--- src/include/lte_params.svh ---
/*
 * Constants of the limit trigger engine: register offsets, field
 * positions, reset values and timing counts.
 * Assumes a 200 MHz pclk and an APB master with 32-bit data.
 */
//
// Operation
// - threshold trigger trips when input is equal to or above trip level
// - basic trigger latches until an explicit clear request
// - disable setting 0 lets trigger run, 1 stops it tripping
// - boolean and standalone triggers trip on a 1/0 bit and latch
// - hysteresis trip waits trip qualification time; zero trips at once
// - non-latching trigger clears after clear qualification time; zero at once
// - latching select 1 holds trip until clear, 0 self-clears
// - user triggers act like hysteresis, never warn, fault or open contactors; the code takes their kind from the kind field
// - user trigger states route to general output and a readable point
// - fault trip gives graceful disconnect, inverter off, optional reconnect
// - over/under fault disconnects fast and locks out until user clears
// - external fault and warning triggers fed from the two general inputs
// - active warning requests current derating without disconnecting
`ifndef LTE_PARAMS_SVH
`define LTE_PARAMS_SVH

`define LTE_NTRIG 8
`define LTE_CLK_NS 5
`define LTE_TICK_NS 1000
`define LTE_TICK_CYC (`LTE_TICK_NS / `LTE_CLK_NS)

// register byte addresses
`define LTE_A_CTRL 12'h000
`define LTE_A_CLEAR 12'h004
`define LTE_A_STATE 12'h008
`define LTE_A_IRQ_STS 12'h00C
`define LTE_A_IRQ_MASK 12'h010
`define LTE_A_EXT 12'h014
`define LTE_A_GPO_MASK 12'h018
`define LTE_A_USER 12'h01C
`define LTE_A_TRIG 12'h080
`define LTE_TRIG_STRIDE 12'h010
`define LTE_F_CFG 2'h0
`define LTE_F_THR 2'h1
`define LTE_F_TQ 2'h2
`define LTE_F_CQ 2'h3

// field positions
`define LTE_CTRL_RECON 0
`define LTE_CLR_LOCK 8
`define LTE_ST_GRACE 8
`define LTE_ST_FAST 9
`define LTE_ST_WARN 10
`define LTE_EXT_FFLAG 0
`define LTE_EXT_WFLAG 1
`define LTE_EXT_FEN 4
`define LTE_EXT_FSEL 5
`define LTE_EXT_WEN 6
`define LTE_EXT_WSEL 7
`define LTE_SLOT_XFAULT 6
`define LTE_SLOT_XWARN 7

// reset values
`define LTE_CFG_RST 8'h01
`define LTE_THR_RST 16'hFFFF
`define LTE_Q_RST 16'h0000

`endif

--- src/include/lte_pkg.sv ---
/*
 * Types of the limit trigger engine.
 * Takes nothing from lte_params.svh; encodings and widths are written here.
 */
package lte_pkg;

    typedef enum logic [1:0] {
        LTE_KIND_BASIC = 2'b00,
        LTE_KIND_BOOL = 2'b01,
        LTE_KIND_ALONE = 2'b10,
        LTE_KIND_HYST = 2'b11
    } lte_kind_t;

    typedef enum logic [1:0] {
        LTE_LVL_WARN = 2'b00,
        LTE_LVL_GRACE = 2'b01,
        LTE_LVL_HARD = 2'b10,
        LTE_LVL_USER = 2'b11
    } lte_lvl_t;

    typedef enum logic [1:0] {
        LTE_ST_IDLE = 2'b00,
        LTE_ST_QTRIP = 2'b01,
        LTE_ST_TRIP = 2'b10,
        LTE_ST_QCLR = 2'b11
    } lte_tst_t;

    typedef struct packed {
        lte_lvl_t level;
        lte_kind_t kind;
        logic pol;
        logic use_bit;
        logic latched;
        logic disabled;
    } lte_cfg_t;

    typedef logic [7:0][15:0] lte_meas_t;

endpackage : lte_pkg

--- src/lte_trig.sv ---
/*
 * One trigger: qualification timers, latching and clear handling.
 * Assumes a one-cycle tick pulse and synchronous inputs.
 */
`timescale 1ns/10ps
`include "lte_params.svh"
module lte_trig (
    // clock and reset
    input wire logic pclk,
    input wire logic presetn,
    input wire logic ce,
    // control
    input wire logic tick,
    input wire logic cond,
    input wire logic dis,
    input wire logic latch,
    input wire logic clr,
    input wire logic [15:0] tq,
    input wire logic [15:0] cq,
    // status
    output logic tripped
);
    import lte_pkg::*;

    lte_tst_t st_r, st_nxt;
    logic [15:0] cnt_r, cnt_nxt;
    logic trip_r, trip_nxt;
    logic [15:0] cnt_inc;

    assign cnt_inc = cnt_r + 16'h0001;
    assign tripped = trip_r;

    // ******************************
    // state machine
    // ******************************
    always_comb
    begin
        st_nxt = st_r;
        cnt_nxt = cnt_r;
        trip_nxt = trip_r;
        case (st_r)
            LTE_ST_IDLE:
                if (!dis && cond)
                begin
                    cnt_nxt = 16'h0000;
                    if (tq == 16'h0000)
                    begin
                        st_nxt = LTE_ST_TRIP;
                        trip_nxt = 1'b1;
                    end
                    else
                        st_nxt = LTE_ST_QTRIP;
                end
            LTE_ST_QTRIP:
                if (dis || !cond)
                begin
                    st_nxt = LTE_ST_IDLE;
                    cnt_nxt = 16'h0000;
                end
                else if (tick)
                begin
                    cnt_nxt = cnt_inc;
                    if (cnt_inc >= tq)
                    begin
                        st_nxt = LTE_ST_TRIP;
                        trip_nxt = 1'b1;
                    end
                end
            LTE_ST_TRIP:
                if (dis || clr)
                begin
                    st_nxt = LTE_ST_IDLE;
                    trip_nxt = 1'b0;
                end
                else if (!latch && !cond)
                begin
                    cnt_nxt = 16'h0000;
                    if (cq == 16'h0000)
                    begin
                        st_nxt = LTE_ST_IDLE;
                        trip_nxt = 1'b0;
                    end
                    else
                        st_nxt = LTE_ST_QCLR;
                end
            LTE_ST_QCLR:
                if (dis || clr)
                begin
                    st_nxt = LTE_ST_IDLE;
                    trip_nxt = 1'b0;
                end
                else if (cond || latch)
                begin
                    st_nxt = LTE_ST_TRIP;
                    cnt_nxt = 16'h0000;
                end
                else if (tick)
                begin
                    cnt_nxt = cnt_inc;
                    if (cnt_inc >= cq)
                    begin
                        st_nxt = LTE_ST_IDLE;
                        trip_nxt = 1'b0;
                    end
                end
            default:
            begin
                st_nxt = LTE_ST_IDLE;
                trip_nxt = 1'b0;
            end
        endcase
    end

    always_ff @(posedge pclk or negedge presetn)
    begin
        if (!presetn)
        begin
            st_r <= LTE_ST_IDLE;
            cnt_r <= 16'h0000;
            trip_r <= 1'b0;
        end
        else if (ce)
        begin
            st_r <= st_nxt;
            cnt_r <= cnt_nxt;
            trip_r <= trip_nxt;
        end
    end

    // ******************************
    // checks
    // ******************************
    AST_IMM_TRIP: assert property (@(posedge pclk) disable iff (!presetn)
        (ce && st_r == LTE_ST_IDLE && !dis && cond && tq == 16'h0000)
        |=> trip_r)
        else $error("trigger did not trip at once with zero time");
    AST_DIS_HOLD: assert property (@(posedge pclk) disable iff (!presetn)
        (ce && dis) |=> !trip_r)
        else $error("disabled trigger is tripped");
    AST_LATCH_HOLD: assert property (@(posedge pclk) disable iff (!presetn)
        (ce && trip_r && latch && !dis && !clr) |=> trip_r)
        else $error("latched trigger cleared without request");
    AST_QUAL_WAIT: assert property (@(posedge pclk) disable iff (!presetn)
        (ce && st_r == LTE_ST_QTRIP && !cond) |=> st_r == LTE_ST_IDLE
        && cnt_r == 16'h0000 && !trip_r)
        else $error("trip qualification not restarted");
    AST_IMM_CLR: assert property (@(posedge pclk) disable iff (!presetn)
        (ce && st_r == LTE_ST_TRIP && !latch && !cond && cq == 16'h0000)
        |=> !trip_r)
        else $error("self-clearing trigger did not clear at once");

endmodule : lte_trig

--- src/lte_top.sv ---
/*
 * Limit trigger engine: eight configurable triggers, APB registers,
 * protection outputs and interrupt.
 * Assumes synchronous inputs on pclk at 200 MHz and an APB master.
 */
`timescale 1ns/10ps
`include "lte_params.svh"
module lte_top (
    // clock, reset, enable
    input wire logic pclk,
    input wire logic presetn,
    input wire logic ce,
    // apb slave
    input wire logic psel,
    input wire logic penable,
    input wire logic pwrite,
    input wire logic [11:0] paddr,
    input wire logic [31:0] pwdata,
    output logic [31:0] prdata,
    output logic pready,
    output logic pslverr,
    // measurements
    input wire lte_pkg::lte_meas_t meas,
    input wire logic [7:0] bits,
    input wire logic [1:0] gpi,
    // protection and notification
    output logic [7:0] trip,
    output logic disc_graceful,
    output logic disc_fast,
    output logic inverter_off,
    output logic derate,
    output logic gpo,
    output logic irq
);
    import lte_pkg::*;

    // ******************************
    // register state
    // ******************************
    logic recon_r, recon_nxt;
    logic [7:0] ext_r, ext_nxt;
    logic [7:0] gmask_r, gmask_nxt;
    logic [7:0] imask_r, imask_nxt;
    logic [7:0] ists_r, ists_nxt;
    lte_cfg_t cfg_r [`LTE_NTRIG];
    lte_cfg_t cfg_nxt [`LTE_NTRIG];
    logic [15:0] thr_r [`LTE_NTRIG];
    logic [15:0] thr_nxt [`LTE_NTRIG];
    logic [15:0] tq_r [`LTE_NTRIG];
    logic [15:0] tq_nxt [`LTE_NTRIG];
    logic [15:0] cq_r [`LTE_NTRIG];
    logic [15:0] cq_nxt [`LTE_NTRIG];
    logic [31:0] rdata_r, rdata_nxt;
    logic rdy_r, rdy_nxt;
    logic err_r, err_nxt;
    logic [7:0] clr_r, clr_nxt;
    logic lock_clr_r, lock_clr_nxt;

    // protection state
    logic [7:0] tpulse, tripw, trip_d_r;
    logic grace_r, grace_nxt;
    logic fast_r, fast_nxt;
    logic inv_r, inv_nxt;
    logic warn_r, warn_nxt;
    logic gpo_r, gpo_nxt;
    logic irq_r, irq_nxt;
    logic [7:0] tick_cnt_r, tick_cnt_nxt;
    logic tick_r, tick_nxt;

    // decoded access
    logic acc, wr_ok, rd_ok, trig_hit;
    logic [2:0] tidx;
    logic [1:0] tfld;
    logic [7:0] user_v, hard_v, grace_v, warn_v;
    logic ext_fault, ext_warn;

    assign acc = psel && penable && rdy_r;
    assign wr_ok = acc && pwrite && !err_r;
    assign rd_ok = acc && !pwrite;
    assign trig_hit = (paddr[11:7] == `LTE_A_TRIG >> 7);
    assign tidx = paddr[6:4];
    assign tfld = paddr[3:2];

    // ******************************
    // external flags
    // ******************************
    // a routed input overrides the software flag; unrouted, software
    // writes the flag itself
    assign ext_fault = ext_r[`LTE_EXT_FEN] ? gpi[ext_r[`LTE_EXT_FSEL]]
                                           : ext_r[`LTE_EXT_FFLAG];
    assign ext_warn = ext_r[`LTE_EXT_WEN] ? gpi[ext_r[`LTE_EXT_WSEL]]
                                          : ext_r[`LTE_EXT_WFLAG];

    // ******************************
    // triggers
    // ******************************
    genvar g;
    generate
        for (g = 0; g < `LTE_NTRIG; g = g + 1)
        begin : gen_trig
            logic bsrc, cond, latch_eff;
            logic hyst;
            logic [15:0] tq_eff;
            lte_cfg_t c;
            assign c = cfg_r[g];
            assign hyst = (c.kind == LTE_KIND_HYST);
            if (g == `LTE_SLOT_XFAULT)
            begin : gen_xf
                assign bsrc = ext_fault;
            end
            else if (g == `LTE_SLOT_XWARN)
            begin : gen_xw
                assign bsrc = ext_warn;
            end
            else
            begin : gen_bit
                assign bsrc = bits[g];
            end
            assign cond = (c.use_bit || c.kind == LTE_KIND_BOOL
                           || c.kind == LTE_KIND_ALONE)
                          ? (bsrc == c.pol)
                          : (meas[g] >= thr_r[g]);
            assign latch_eff = !hyst || c.latched;
            assign tq_eff = hyst ? tq_r[g] : 16'h0000;
            assign user_v[g] = tripw[g] && c.level == LTE_LVL_USER;
            assign hard_v[g] = tripw[g] && c.level == LTE_LVL_HARD;
            assign grace_v[g] = tripw[g] && c.level == LTE_LVL_GRACE;
            assign warn_v[g] = tripw[g] && c.level == LTE_LVL_WARN;
            lte_trig u_trig (
                .pclk(pclk),
                .presetn(presetn),
                .ce(ce),
                .tick(tick_r),
                .cond(cond),
                .dis(c.disabled),
                .latch(latch_eff),
                .clr(clr_r[g]),
                .tq(tq_eff),
                .cq(cq_r[g]),
                .tripped(tripw[g])
            );
        end
    endgenerate

    assign tpulse = tripw & ~trip_d_r;

    // ******************************
    // apb registers
    // ******************************
    always_comb
    begin
        recon_nxt = recon_r;
        ext_nxt = ext_r;
        gmask_nxt = gmask_r;
        imask_nxt = imask_r;
        cfg_nxt = cfg_r;
        thr_nxt = thr_r;
        tq_nxt = tq_r;
        cq_nxt = cq_r;
        clr_nxt = 8'h00;
        lock_clr_nxt = 1'b0;
        rdata_nxt = rdata_r;
        err_nxt = 1'b0;
        rdy_nxt = psel && penable && !rdy_r;
        // trip events win over a read clear in the same cycle
        ists_nxt = (rd_ok && paddr == `LTE_A_IRQ_STS)
                   ? tpulse : (ists_r | tpulse);
        if (psel && penable && !rdy_r)
        begin
            rdata_nxt = 32'h0000_0000;
            if (trig_hit)
                case (tfld)
                    `LTE_F_CFG: rdata_nxt[7:0] = cfg_r[tidx];
                    `LTE_F_THR: rdata_nxt[15:0] = thr_r[tidx];
                    `LTE_F_TQ: rdata_nxt[15:0] = tq_r[tidx];
                    `LTE_F_CQ: rdata_nxt[15:0] = cq_r[tidx];
                    default: rdata_nxt = 32'h0000_0000;
                endcase
            else
                case (paddr)
                    `LTE_A_CTRL: rdata_nxt[`LTE_CTRL_RECON] = recon_r;
                    `LTE_A_CLEAR: rdata_nxt = 32'h0000_0000;
                    `LTE_A_STATE:
                        rdata_nxt[10:0] = {warn_r, fast_r, grace_r, tripw};
                    `LTE_A_IRQ_STS: rdata_nxt[7:0] = ists_r | tpulse;
                    `LTE_A_IRQ_MASK: rdata_nxt[7:0] = imask_r;
                    `LTE_A_EXT: rdata_nxt[7:0] = ext_r;
                    `LTE_A_GPO_MASK: rdata_nxt[7:0] = gmask_r;
                    `LTE_A_USER: rdata_nxt[7:0] = user_v;
                    default: err_nxt = 1'b1;
                endcase
        end
        else
            err_nxt = err_r && !acc;
        if (wr_ok)
        begin
            if (trig_hit)
                case (tfld)
                    `LTE_F_CFG: cfg_nxt[tidx] = lte_cfg_t'(pwdata[7:0]);
                    `LTE_F_THR: thr_nxt[tidx] = pwdata[15:0];
                    `LTE_F_TQ: tq_nxt[tidx] = pwdata[15:0];
                    `LTE_F_CQ: cq_nxt[tidx] = pwdata[15:0];
                    default: cq_nxt[tidx] = cq_r[tidx];
                endcase
            else
                case (paddr)
                    `LTE_A_CTRL: recon_nxt = pwdata[`LTE_CTRL_RECON];
                    `LTE_A_CLEAR:
                    begin
                        clr_nxt = pwdata[7:0];
                        lock_clr_nxt = pwdata[`LTE_CLR_LOCK];
                    end
                    `LTE_A_IRQ_MASK: imask_nxt = pwdata[7:0];
                    `LTE_A_EXT: ext_nxt = pwdata[7:0];
                    `LTE_A_GPO_MASK: gmask_nxt = pwdata[7:0];
                    default: ext_nxt = ext_r;
                endcase
        end
    end

    always_ff @(posedge pclk or negedge presetn)
    begin
        if (!presetn)
        begin
            recon_r <= 1'b0;
            ext_r <= 8'h00;
            gmask_r <= 8'h00;
            imask_r <= 8'h00;
            ists_r <= 8'h00;
            for (int i = 0; i < `LTE_NTRIG; i++)
            begin
                cfg_r[i] <= lte_cfg_t'(`LTE_CFG_RST);
                thr_r[i] <= `LTE_THR_RST;
                tq_r[i] <= `LTE_Q_RST;
                cq_r[i] <= `LTE_Q_RST;
            end
            rdata_r <= 32'h0000_0000;
            rdy_r <= 1'b0;
            err_r <= 1'b0;
            clr_r <= 8'h00;
            lock_clr_r <= 1'b0;
        end
        else if (ce)
        begin
            recon_r <= recon_nxt;
            ext_r <= ext_nxt;
            gmask_r <= gmask_nxt;
            imask_r <= imask_nxt;
            ists_r <= ists_nxt;
            cfg_r <= cfg_nxt;
            thr_r <= thr_nxt;
            tq_r <= tq_nxt;
            cq_r <= cq_nxt;
            rdata_r <= rdata_nxt;
            rdy_r <= rdy_nxt;
            err_r <= err_nxt;
            clr_r <= clr_nxt;
            lock_clr_r <= lock_clr_nxt;
        end
    end

    // ******************************
    // protection and tick
    // ******************************
    always_comb
    begin
        tick_nxt = 1'b0;
        tick_cnt_nxt = tick_cnt_r + 8'h01;
        if (tick_cnt_r == 8'(`LTE_TICK_CYC - 1))
        begin
            tick_cnt_nxt = 8'h00;
            tick_nxt = 1'b1;
        end
        // fast lockout: a new hard trip wins over the release
        fast_nxt = (|hard_v) || (fast_r && !lock_clr_r);
        // graceful: optional self release once no fault trip remains
        if (|grace_v)
            grace_nxt = 1'b1;
        else if (recon_r || lock_clr_r)
            grace_nxt = 1'b0;
        else
            grace_nxt = grace_r;
        inv_nxt = grace_nxt || fast_nxt;
        warn_nxt = |warn_v;
        // user levels are kept out of every disconnect term above
        gpo_nxt = |(user_v & gmask_r);
        irq_nxt = |(ists_nxt & imask_r);
    end

    always_ff @(posedge pclk or negedge presetn)
    begin
        if (!presetn)
        begin
            tick_cnt_r <= 8'h00;
            tick_r <= 1'b0;
            trip_d_r <= 8'h00;
            fast_r <= 1'b0;
            grace_r <= 1'b0;
            inv_r <= 1'b0;
            warn_r <= 1'b0;
            gpo_r <= 1'b0;
            irq_r <= 1'b0;
        end
        else if (ce)
        begin
            tick_cnt_r <= tick_cnt_nxt;
            tick_r <= tick_nxt;
            trip_d_r <= tripw;
            fast_r <= fast_nxt;
            grace_r <= grace_nxt;
            inv_r <= inv_nxt;
            warn_r <= warn_nxt;
            gpo_r <= gpo_nxt;
            irq_r <= irq_nxt;
        end
    end

    assign prdata = rdata_r;
    assign pready = rdy_r;
    assign pslverr = err_r;
    assign trip = tripw;
    assign disc_graceful = grace_r;
    assign disc_fast = fast_r;
    assign inverter_off = inv_r;
    assign derate = warn_r;
    assign gpo = gpo_r;
    assign irq = irq_r;

    // ******************************
    // checks
    // ******************************
    AST_FAST_HOLD: assert property (@(posedge pclk) disable iff (!presetn)
        (ce && fast_r && !lock_clr_r) |=> fast_r)
        else $error("fast lockout released without user clear");
    AST_HARD_FAST: assert property (@(posedge pclk) disable iff (!presetn)
        (ce && |hard_v) |=> fast_r && inv_r)
        else $error("hard fault did not disconnect");
    AST_GRACE_INV: assert property (@(posedge pclk) disable iff (!presetn)
        (ce && |grace_v) |=> grace_r && inv_r)
        else $error("graceful fault did not disconnect");
    AST_USER_QUIET: assert property (@(posedge pclk) disable iff (!presetn)
        (ce && tripw != 8'h00 && tripw == user_v && !fast_r && !grace_r)
        |=> !fast_r && !grace_r && !warn_r)
        else $error("user trigger caused fault or warning action");
    AST_WARN_DERATE: assert property (@(posedge pclk) disable iff (!presetn)
        (ce && |warn_v && !fast_r && !grace_r && !(|hard_v) && !(|grace_v))
        |=> warn_r && !fast_r && !grace_r)
        else $error("warning not answered by derating alone");

endmodule : lte_top

--- config.mk ---
export PLATFORM = sky130hd
export DESIGN_NAME = lte_top
export DESIGN_NICKNAME = d
export VERILOG_FILES = /design/src/include/lte_pkg.sv /design/src/lte_trig.sv /design/src/lte_top.sv
export VERILOG_INCLUDE_DIRS = /design/src /design/src/include
export SDC_FILE = /design/constraint.sdc
export NUM_CORES = 2
export LEC_CHECK = 0
export BUFFER_PORTS_ARGS = -buffer_cell sky130_fd_sc_hd__buf_2
export CAP_MARGIN = 20
export CORE_ASPECT_RATIO = 0.6
export CORE_UTILIZATION = 35
export DETAILED_ROUTE_END_ITERATION = 8
export GPL_TIMING_DRIVEN = 0
export SYNTH_ARGS = -nofsm -noshare
export SYNTH_HDL_FRONTEND = slang
export SYNTH_SLANG_ARGS = --single-unit
--- constraint.sdc ---
create_clock -name pclk -period 3.9 [get_ports pclk]
set_input_delay 0.39 -clock pclk [delete_from_list [all_inputs] [get_ports pclk]]
set_output_delay 0.39 -clock pclk [all_outputs]
set_load 0.02 [all_outputs]
==> impl_metrics.py <==
metrics = {
    "worst_setup_path": {
        "crit_type": "input pin to flip-flop",
        "cpMaxStageDelayCell": "clkbuf_1",
        "arrival_ps": 4630,
        "path_common_cell": "nor2_1",
        "required_ps": 4520,
        "crit_path_max_incr_delay_ps": 730,
        "crit_fanout": 10,
        "worstSetupStartpointType": "input pin",
        "cp-end-kind": "flip-flop",
        "ff2ff_setup_slack_ps": 40,
        "crit_chain": "buf_2 > buf_1 > nand2_1 > nor2_1 > clkbuf_1 > clkbuf_2 > a22oi_1 > nand4_1 > nor2_1 > a31oi_1 > a21oi_1 > o22ai_1",
    },
    "place": {
        "hpwlAfterDp_um": 181000,
        "portBuffers": 189,
        "gp_congestion": 1.09,
        "placed_area_um2": 47700,
        "pre_cts_ws_ps": -881,
    },
    "routing": {
        "routed_via_density": 6.23,
        "wl_um": 229000,
        "remaining_drc_errors": 0,
        "wl_per_cell_um": 33.4,
        "ant_nets": 0,
        "drt_pre_antenna_iters": 8,
        "detail_route.iter0.violations": 6486,
        "vias": 42800,
    },
    "clock_network": {
        "tritoncts": "built",
        "cts_root_buffer": "clkbuf_16",
        "numCtsBuffers": 73,
        "cts_buffer_depth": 3,
        "htreeDepth": 3,
        "clock_latency_ps": 720,
        "path_clk_slew_ps": 70,
        "clock-sinks": 683,
    },
    "final_layout": {
        "drive_gt1_frac": 0.200,
        "final_common_cell": "nand2_1",
        "register_area_um2": 17300,
        "finalInstanceArea_um2": 51400,
        "multi_input_area_um2": 25400,
        "final_cell_mix": "641 x nand2_1, 531 x dfrtp_1, 391 x o21ai_0, 386 x ha_1, 314 x inv_1",
        "area_growth_pct": 16.5,
        "final_util": 0.413,
        "final_net_count": 5701,
        "nFillCells": 12300,
    },
    "timing": {
        "fmax_ghz": 0.249,
        "finalCritPeriodShare": 1.03,
        "whs_ps": 96.0,
        "worst_slew_pin_slew_ps": 1340,
        "post-route-min-period_ps": 4010,
        "hold_violations": 0,
        "setup_viol": 5,
        "layout_setup_ws_ps": -111,
        "drv_slew": 0,
        "relSlewSlack": 0.109,
        "fin_skew_ps": 38.9,
    },
    "yosys": {
        "ys_seq_elements": 683,
        "avgSynthCellArea_um2": 9.22,
        "synth_cells": 4786,
        "synth-warning-count": 0,
        "yosysUniqueCellTypes": 88,
        "syn_area_um2": 44100,
        "synthFlopType": "dfrtp_1",
        "synth_edf_count": 0,
        "async_flop_share": 1.00,
        "synth-seq-area-share": 0.391,
    },
    "pwr": {
        "power_w": 0.0173,
        "power_leakage_nw": 24.7,
        "ir_worst_vdd_v": 0.000335,
        "power.density_nw_per_um2": 336,
    },
    "global_routing": {
        "overflow": 0,
        "track_usage": 0.352,
        "grt_max_degree": 118,
        "grt_pass1_vias": 38600,
        "grt_pass1_wl_um": 312000,
        "antenna_found_initial": 24,
    },
    "floorplan": {
        "start_util": 0.354,
        "die_area_um2": 127000,
        "fp.dieH_um": 277,
        "num_rows": 100,
        "pin_count": 236,
        "die_x_um": 460,
        "coreArea_um2": 124000,
    },
    "job": {
        "drv_cap": 0,
    },
    "run_status": {
        "status": "finished, violations left",
        "violations": "negative setup slack",
    },
    "min_path": {
        "hold_path_class": "input pin to flip-flop",
    },
}
per-stage QoR:
step	TNS, ps	instances
after floorplan	0	4801
after global placement	-8147180	6673
after detailed placement	-47210	6699
after CTS	0	6841
after global routing	-34.0	6860
final	-336	6874
sequential cells by signal (all words and copies together) (netlist names), 16 cells and up:
register               flops
gen_trig.u_trig.cnt_r    128
gen_trig.u_trig.st_r      16
thr_r                    128
cq_r                     128
cfg_r                     64
tq_r                     128
prdata                    16
routing by layer:
metal / vias up / track usage / part of all wire
met5: - / 0.0233 / 0.0030
met2: 2776 / 0.423 / 0.36
li1: 18100 / - / -
met3: 348 / 0.170 / 0.16
met4: 18 / 0.0879 / 0.027
met1: 21600 / 0.534 / 0.45
worst paths after layout:
kind	start	cells past startpoint	to
setup / recovery	paddr[6]	12	prdata[9]
hold / removal	pwdata[12]	2	tq_r[28]
setup reg to reg	thr_r[63]	10	gen_trig[4].u_trig.cnt_r[8]
hold reg to reg	trip_d_r[3]	1	trip_d_r[3]
max in group asynchronous	presetn	6	gen_trig[7].u_trig.cnt_r[0]
min in group asynchronous	presetn	2	trip_d_r[3]
power breakdown:
part           leakage (nW)  switching, W  total, W  internal [W]
Clock                  1.22       0.00337   0.00755       0.00418
Combinational          15.2       0.00161   0.00233      0.000716
Sequential             8.30      0.000168   0.00740       0.00723
repair_timing:
action,in CTS,in global routing
pin swaps,14,31
hold buffers,1,0
hold endpoints to repair,73,0
gates resized for setup,97,106
endpoints found under the setup margin,71,82
buffers inserted,17,17
logic make-up after synthesis:
| family | Yosys count | share of synthesized area |
|---|---|---|
| AND/OR/NAND/NOR | 1386 | 0.149 |
| AO/OA/AOI/OAI | 1300 | 0.192 |
| flip-flops | 683 | 0.391 |
| buffers and inverters | 598 | 0.0538 |
| adder cells (fa/ha/maj) | 393 | 0.111 |
| multiplexers | 303 | 0.0782 |
| XOR/XNOR | 122 | 0.0242 |
| other | 1 | 0.0000850 |
final cells by class:
cell class	instances	area share
Inverter	316	0.0231
Antenna cell	14	0.000682
Clock inverter	35	0.00745
Buffer	270	0.0231
Tap cell	1683	0.0410
Timing Repair Buffer	256	0.0342
Multi-Input combinational cell	3520	0.493
Clock buffer	97	0.0409
Sequential cell	683	0.336
Yosys cell counts, types with 10 or more instances:
master     number  area [um2]
a2111oi_0      17         149
a211o_1        17         149
a211oi_1       36         270
a21o_1         71         533
a21oi_1       232        1160
a221oi_1       47         412
a22o_1         71         622
a22oi_1       116         871
a31oi_1        66         413
a41oi_1        14         123
and2_1         31         194
and3_1         77         482
and4_1         16         140
buf_1          24        90.1
buf_2          23         115
buf_4          24         180
clkbuf_1      210         788
dfrtp_1       547       13700
dfstp_2       136        3570
ha_1          393        4920
inv_1         314        1180
mux2_2        261        2940
mux2i_1        35         350
nand2_1       642        2410
nand2b_1       32         200
nand3_1       112         561
nand3b_1       17         128
nand4_1        88         551
nor2_1        182         683
nor2b_1        29         181
nor3_1         33         165
nor3b_1        10        75.1
nor4_1         73         457
o2111ai_1      11        96.3
o211ai_1       21         158
o21a_1         23         173
o21ai_0       396        1980
o21bai_1       10        75.1
o22ai_1        46         288
o31ai_1        13        97.6
or3_1          10        62.6
xnor2_1        52         455
xor2_1         70         613
worst max-delay path, delay by kind of cell:
| kind | cells | cell delay, ps |
|---|---|---|
| buffers and inverters | 4 | 2110 |
| AO/OA/AOI/OAI | 4 | 1060 |
| AND/OR/NAND/NOR | 4 | 1030 |
Power figures use the tool's default switching activity.
